**src/common/sps_pkg.sv**
```systemverilog
/*
  Shared constants and carrier types for the page context stack.
  Assumes an 8-bit special function register bus with 8-bit addresses.
*/
package sps_pkg;

  // ---------------------------------------------------------------
  // register addresses
  // ---------------------------------------------------------------
  localparam logic [7:0] SPS_ADDR_ACTIVE_PAGE = 8'h84;
  localparam logic [7:0] SPS_ADDR_SECOND      = 8'h85;
  localparam logic [7:0] SPS_ADDR_THIRD       = 8'h86;
  localparam logic [7:0] SPS_ADDR_PAGING_CTRL = 8'h96;

  // page that holds the paging control register
  localparam logic [7:0] SPS_PAGING_CTRL_PAGE = 8'h0F;

  // ---------------------------------------------------------------
  // field positions and reset values
  // ---------------------------------------------------------------
  localparam int         SPS_AUTO_EN_BIT      = 0;
  localparam logic [7:0] SPS_RST_ACTIVE_PAGE  = 8'h00;
  localparam logic [7:0] SPS_RST_SECOND       = 8'h00;
  localparam logic [7:0] SPS_RST_THIRD        = 8'h00;
  localparam logic [7:0] SPS_RST_PAGING_CTRL  = 8'h01;
  localparam logic [7:0] SPS_RD_UNMAPPED      = 8'h00;

  // ---------------------------------------------------------------
  // carriers
  // ---------------------------------------------------------------
  typedef struct packed {
    logic       wrEn;
    logic       rdEn;
    logic [7:0] addr;
    logic [7:0] wrData;
  } sps_sfr_req_t;

  typedef struct packed {
    logic       rdValid;
    logic [7:0] rdData;
  } sps_sfr_rsp_t;

  typedef struct packed {
    logic       intEntry;
    logic       intReturn;
    logic [7:0] intPage;
  } sps_core_evt_t;

  // stack operation chosen in a cycle
  typedef enum logic [1:0] {
    SPS_OP_HOLD = 2'b00,
    SPS_OP_PUSH = 2'b01,
    SPS_OP_POP  = 2'b10
  } sps_op_t;

endpackage

```
**src/hw/sps_page_stack.sv**
```systemverilog
/*
  Three-entry page context stack with its special function registers:
  the live page selector on top, two software-visible entries below it,
  and the paging control register that switches the automatic stack shifts off.
  Assumes the core gives one-cycle pulses for interrupt entry and return,
  with the source page valid alongside the entry pulse, and that the
  register bus is synchronous to core_clk with one strobe per access.
  Read answers come one cycle after the strobe and return to zero after.
  A stack shift beats a same-cycle software write to any stack entry, and
  an entry pulse beats a return pulse that arrives in the same cycle.
*/

module sps_page_stack (
  input  wire logic                   core_clk,
  input  wire logic                   rst_n,
  input  wire sps_pkg::sps_sfr_req_t  sfrReq,
  output sps_pkg::sps_sfr_rsp_t       sfrRsp,
  input  wire sps_pkg::sps_core_evt_t coreEvt,
  output logic [7:0]                  activePageSelector,
  output logic                        autoPagingEnable
);

  // ---------------------------------------------------------------
  // address decode
  // ---------------------------------------------------------------

  // true when addr names reg; page-bound registers also need their page
  function automatic logic addrHit(
    input logic [7:0] addr,
    input logic [7:0] target,
    input logic       allPages,
    input logic [7:0] curPage,
    input logic [7:0] regPage
  );
    addrHit = (addr == target) && (allPages || (curPage == regPage));
  endfunction

  // ---------------------------------------------------------------
  // storage
  // ---------------------------------------------------------------
  logic [7:0] pageStackSecondEntry;
  logic [7:0] pageStackThirdEntry;
  logic [7:0] pagingControlRegister;
  logic [7:0] next_rdData;

  // ---------------------------------------------------------------
  // decode results
  // ---------------------------------------------------------------
  logic hitActive;
  logic hitSecond;
  logic hitThird;
  logic hitCtrl;
  logic wrActive;
  logic wrSecond;
  logic wrThird;
  logic wrCtrl;
  sps_pkg::sps_op_t stackOp;

  // top entry of the stack is the live selector
  assign hitActive = addrHit(sfrReq.addr,
                             sps_pkg::SPS_ADDR_ACTIVE_PAGE,
                             1'b1,
                             activePageSelector,
                             sps_pkg::SPS_PAGING_CTRL_PAGE);
  assign hitSecond = addrHit(sfrReq.addr,
                             sps_pkg::SPS_ADDR_SECOND,
                             1'b1,
                             activePageSelector,
                             sps_pkg::SPS_PAGING_CTRL_PAGE);
  assign hitThird  = addrHit(sfrReq.addr,
                             sps_pkg::SPS_ADDR_THIRD,
                             1'b1,
                             activePageSelector,
                             sps_pkg::SPS_PAGING_CTRL_PAGE);
  // control register is page-bound, so it decodes only on its own page
  assign hitCtrl   = addrHit(sfrReq.addr,
                             sps_pkg::SPS_ADDR_PAGING_CTRL,
                             1'b0,
                             activePageSelector,
                             sps_pkg::SPS_PAGING_CTRL_PAGE);

  // ---------------------------------------------------------------
  // write strobes
  // ---------------------------------------------------------------

  // unmapped addresses raise no strobe, so their writes are ignored

  assign wrActive = sfrReq.wrEn && hitActive;
  assign wrSecond = sfrReq.wrEn && hitSecond;
  assign wrThird  = sfrReq.wrEn && hitThird;
  assign wrCtrl   = sfrReq.wrEn && hitCtrl;

  // ---------------------------------------------------------------
  // stack operation select
  // ---------------------------------------------------------------

  // only core events shift the stack, and only while auto paging is on;
  // entry takes priority if both pulses coincide
  always_comb begin
    stackOp = sps_pkg::SPS_OP_HOLD;
    if (autoPagingEnable) begin
      if (coreEvt.intEntry) begin
        stackOp = sps_pkg::SPS_OP_PUSH;
      end else if (coreEvt.intReturn) begin
        stackOp = sps_pkg::SPS_OP_POP;
      end
    end
  end

  // ---------------------------------------------------------------
  // top entry
  // ---------------------------------------------------------------

  // a shift in the same cycle as a software write wins over the write
  always_ff @(posedge core_clk) begin
    if (!rst_n) begin
      activePageSelector <= sps_pkg::SPS_RST_ACTIVE_PAGE;
    end else begin
      case (stackOp)
        sps_pkg::SPS_OP_PUSH: begin
          activePageSelector <= coreEvt.intPage;
        end
        sps_pkg::SPS_OP_POP: begin
          activePageSelector <= pageStackSecondEntry;
        end
        sps_pkg::SPS_OP_HOLD: begin
          if (wrActive) begin
            activePageSelector <= sfrReq.wrData;
          end
        end
        default: begin
          activePageSelector <= activePageSelector;
        end
      endcase
    end
  end

  // ---------------------------------------------------------------
  // second entry
  // ---------------------------------------------------------------
  always_ff @(posedge core_clk) begin
    if (!rst_n) begin
      pageStackSecondEntry <= sps_pkg::SPS_RST_SECOND;
    end else begin
      case (stackOp)
        sps_pkg::SPS_OP_PUSH: begin
          pageStackSecondEntry <= activePageSelector;
        end
        sps_pkg::SPS_OP_POP: begin
          pageStackSecondEntry <= pageStackThirdEntry;
        end
        sps_pkg::SPS_OP_HOLD: begin
          if (wrSecond) begin
            // value taken by the selector at the next return
            pageStackSecondEntry <= sfrReq.wrData;
          end
        end
        default: begin
          pageStackSecondEntry <= pageStackSecondEntry;
        end
      endcase
    end
  end

  // ---------------------------------------------------------------
  // third entry
  // ---------------------------------------------------------------
  always_ff @(posedge core_clk) begin
    if (!rst_n) begin
      pageStackThirdEntry <= sps_pkg::SPS_RST_THIRD;
    end else begin
      case (stackOp)
        sps_pkg::SPS_OP_PUSH: begin
          // old bottom value is lost
          pageStackThirdEntry <= pageStackSecondEntry;
        end
        sps_pkg::SPS_OP_POP: begin
          // nothing defined to refill the bottom
          pageStackThirdEntry <= pageStackThirdEntry;
        end
        sps_pkg::SPS_OP_HOLD: begin
          if (wrThird) begin
            // moves into the second entry at the next return
            pageStackThirdEntry <= sfrReq.wrData;
          end
        end
        default: begin
          pageStackThirdEntry <= pageStackThirdEntry;
        end
      endcase
    end
  end

  // ---------------------------------------------------------------
  // paging control
  // ---------------------------------------------------------------

  // reserved bits 7..1 are not stored and read as zero
  always_ff @(posedge core_clk) begin
    if (!rst_n) begin
      pagingControlRegister <= sps_pkg::SPS_RST_PAGING_CTRL;
    end else if (wrCtrl) begin
      pagingControlRegister <= {7'h00,
                                sfrReq.wrData[sps_pkg::SPS_AUTO_EN_BIT]};
    end
  end

  always_ff @(posedge core_clk) begin
    if (!rst_n) begin
      autoPagingEnable <= sps_pkg::SPS_RST_PAGING_CTRL[sps_pkg::SPS_AUTO_EN_BIT];
    end else if (wrCtrl) begin
      autoPagingEnable <= sfrReq.wrData[sps_pkg::SPS_AUTO_EN_BIT];
    end
  end

  // ---------------------------------------------------------------
  // read data select
  // ---------------------------------------------------------------

  // idle and unmapped cycles answer zero
  always_comb begin
    next_rdData = sps_pkg::SPS_RD_UNMAPPED;
    if (sfrReq.rdEn) begin
      if (hitActive) begin
        next_rdData = activePageSelector;
      end else if (hitSecond) begin
        next_rdData = pageStackSecondEntry;
      end else if (hitThird) begin
        next_rdData = pageStackThirdEntry;
      end else if (hitCtrl) begin
        next_rdData = pagingControlRegister;
      end
    end
  end

  // ---------------------------------------------------------------
  // read path
  // ---------------------------------------------------------------

  // registered read: data of the cycle before any same-cycle update
  always_ff @(posedge core_clk) begin
    if (!rst_n) begin
      sfrRsp.rdValid <= 1'b0;
      sfrRsp.rdData  <= sps_pkg::SPS_RD_UNMAPPED;
    end else begin
      sfrRsp.rdValid <= sfrReq.rdEn;
      sfrRsp.rdData  <= next_rdData;
    end
  end

endmodule // sps_page_stack

```
**config.mk**
```make
export PLATFORM = sky130hd
export DESIGN_NAME = sps_page_stack
export DESIGN_NICKNAME = d
export VERILOG_FILES = /design/src/common/sps_pkg.sv /design/src/hw/sps_page_stack.sv
export SDC_FILE = /design/constraint.sdc
export NUM_CORES = 1
export LEC_CHECK = 0
export CORE_UTILIZATION = 40
export CTS_CLUSTER_SIZE = 30
export DETAILED_ROUTE_END_ITERATION = 16
export DONT_BUFFER_PORTS = 1
export GPL_ROUTABILITY_DRIVEN = 0
export PLACE_DENSITY = 0.52
export SLEW_MARGIN = 20
export SYNTH_ARGS = -nofsm -noshare
export SYNTH_HDL_FRONTEND = slang
export SYNTH_SLANG_ARGS = --single-unit
```
**constraint.sdc**
```tcl
create_clock -name core_clk -period 1.9 [get_ports core_clk]
set_clock_uncertainty 0.15 [all_clocks]
set_input_delay 0.19 -clock core_clk [delete_from_list [all_inputs] [get_ports core_clk]]
set_output_delay 0.19 -clock core_clk [all_outputs]
set_load 0.02 [all_outputs]
```
==> impl_results.md <==
- Drt first-iter violations: 156
- Delay-heaviest family, CP: buffers and inverters
- Area leader, netlist: dfxtp_1
- Power Total: 1.57 mW
- Area contributors post-synth: dfxtp_1 (36%), nand2_1 (8.8%), nand3_1 (8.8%), o221ai_1 (7.4%), o21ai_0 (4.5%)
- Final count of negative-setup-slack endpoints: 0
- Avg Inst Size Synth: 7.65 um2
- Final setup TNS: 0 ns
- CTS tree: yes
- Min Tclk post-route: 1.72 ns
- Core box area: 4440 um2
- Hold Path Class: in2reg
- Largest net degree at the start of global routing: 43
- Die Y: 70.6 um
- Dpl cells: 294
- Crit Path Class: in2reg
- Worst-skew pair later-pin latency: 0.28 ns
- Final net count: 289
- Final WL: 5.95 mm
- ANT nets after route: 0
- N_diodes: 0
- Count of input and output buffers: 0
- DP HPWL: 3.97 mm
- Slowest Stage Delay on Critical Path: 0.64 ns
- Share of cells above drive strength 1: 10.9%
- Async S/R FF share, synth: 0%
- First-pass GRT wire length: 9.42 mm
- Max Slew Vio Count: 0
- Tcrit/Tclk final: 90.3%
- Number of remaining DRC errors: 6
- RSZ-0062 raised after global routing: no
- CP Buf/Inv Count: 2
- Startpoint Class: input port
- Chip width: 70.6 um
- Worst slew margin: 62.7%
- Post-synth top flop: dfxtp_1
- Number of synthesized flops with an enable pin: 0
- Status: finished with violations
- PD cells: 713 nW/um2
- Critical-path cell list: dlygate4sd3_1, a2111oi_0, dlygate4sd3_1
- Total gr overflow: 0
- Worst hold path stage count: 2
- Crit path arrival time: 1.80 ns
- Failing checks: design-rule violations
- Worst EP required: 1.98 ns
- Largest fanout on the critical path: 6
- WL/cell: 19.2 um
- Vias per Instance: 6.21
- First-pass iteration count of the detailed router: 12
- Fillers: 449
- WP depth: 3
- Initial Util: 42.4%
- Initial antenna violation count: 0
- Post-CTS sizing: 0
- Post-DP Area: 2010 um2
- Max Root-Sink Buffers: 2
- Syn Nets: 276
- H-tree Lvls: 2
- Final Hold Fails: 0
- Top-area cell type share of the netlist area: 36.1%
- Synth Register Bits: 34
- Tot GR Track Use: 24.5%
- Via count: 1926
- Sink Count: 34
- Yosys warns: 0
- Setup Fix Bufs, Post-CTS: 0
- Synthesized area: 1880 um2
- Layout Area Growth over Synthesis: 16.8%
- Worst vdd ir: 0.425 mV
- Mapped Cells: 246
- Slowest CP cell: dlygate4sd3_1
- Most used cell, CP: dlygate4sd3_1
- Crit end category: flip-flop
- Finished Layout Cells: 310
- CTS root buf: clkbuf_8
- Synth unique cells: 34
- Register area share after synthesis: 36.1%
- Post-Layout Inst Area: 2200 um2
- R2R depth: 4
- Inserted Clock Buffers: 5
- Max-cap viol count: 0
- Die Area: 4990 um2
- Row count: 24
- Leakage Power: 0.876 nW
- I/O pin cnt: 48
- CTS clock-pin slew for the worst setup and hold paths: 0.07 ns
- Vias in the first global route: 1743
- # hold bufs at CTS: 10
- Worst-margin pin slew: 0.545 ns
- FMAX: 583 MHz
-- layout by cell type, fill, tap and decap left out, types with 2 or more instances in the layout --
cell | synthesis | final
inv_1 | 11 | 11
dfxtp_1 | 34 | 34
buf_12 | 0 | 2
nand2b_1 | 8 | 8
nor2b_1 | 8 | 8
or3_1 | 2 | 2
clkbuf_8 | 0 | 6
o211ai_1 | 8 | 8
o221ai_1 | 16 | 16
o211a_1 | 8 | 8
nand2_1 | 44 | 44
a41o_1 | 2 | 2
nor2_1 | 7 | 7
nor3b_1 | 2 | 2
buf_4 | 1 | 18
dlygate4sd3_1 | 0 | 9
nand3_1 | 33 | 33
o21ai_0 | 17 | 17
a2111oi_0 | 7 | 7
a21oi_1 | 2 | 2
-- synthesized netlist by cell type (all sizes together) (7+ instances only) --
master / n
nand2: 44
dfxtp: 34
nand3: 33
o21ai: 18
clkbuf: 16
o221ai: 16
inv: 11
nand2b: 8
nor2b: 8
o211a: 8
o211ai: 8
a2111oi: 7
buf: 7
nor2: 7
-- final timing paths --
kind                                                      startpoint                                    to  slack [ns]
worst max-delay path                                       sfrReq[9]                  sfrRsp[4]$_SDFF_PN0_        0.18
worst max register to register    activePageSelector[7]$_SDFFE_PN0P_                  sfrRsp[0]$_SDFF_PN0_        0.21
worst min register to register  pageStackSecondEntry[4]$_SDFFE_PN0P_  pageStackSecondEntry[4]$_SDFFE_PN0P_        0.36
worst min-delay path                                       sfrReq[9]                  sfrRsp[7]$_SDFF_PN0_        0.01
-- sequential cells by signal, indices dropped and copies added, names as in the netlist --
name / flops
activePageSelector: 8
pageStackSecondEntry: 8
autoPagingEnable: 1
sfrRsp: 9
pageStackThirdEntry: 8
-- power breakdown --
group | leakage [nW] | internal [mW] | switching (mW) | total, mW
clock | 0.0431 | 0.279 | 0.248 | 0.527
sequential | 0.278 | 0.749 | 0.0309 | 0.780
combinational | 0.554 | 0.113 | 0.149 | 0.262
total | 0.876 | 1.14 | 0.428 | 1.57
-- per-layer routing --
| metal | vias up | track usage (%) | wire, um | share of wire [%] |
|---|---|---|---|---|
| li1 | 919 | - | - | - |
| met1 | 910 | 36.3 | 2830 | 48 |
| met2 | 91 | 34.8 | 2550 | 43 |
| met3 | 6 | 6.84 | 517 | 8.7 |
| met4 | 0 | 6.67 | 55 | 0.92 |
| met5 | - | 0 | 0 | 0 |
-- through the flow --
step / setup WS, ns / hold WS (ns) / utilization, %
after floorplan: 0.106 / 0.200 / -
after global placement: 0.257 / 0.125 / 45.2
after detailed placement: 0.184 / 0.132 / 45.2
after CTS: 0.182 / 0.00448 / 49.5
after global routing: 0.0465 / 0.0249 / 49.5
final: 0.184 / 0.0133 / 49.5
-- area by class of cell --
| type | instances | area, um2 | share of cell area, % |
|---|---|---|---|
| Multi-Input combinational cell | 178 | 1060 | 48.4 |
| Clock buffer | 6 | 82.6 | 3.75 |
| Tap cell | 52 | 65.1 | 2.96 |
| Inverter | 11 | 41.3 | 1.88 |
| Timing Repair Buffer | 29 | 265 | 12.1 |
| Sequential cell | 34 | 681 | 30.9 |
-- logic make-up after synthesis --
group                  count (synthesis)  synth area share, %
AND/OR/NAND/NOR                      113                 30.2
AO/OA/AOI/OAI                         65                 26.3
flip-flops                            34                 36.1
buffers and inverters                 34                 7.31
Note: power is estimated with default switching activity, not from simulation.
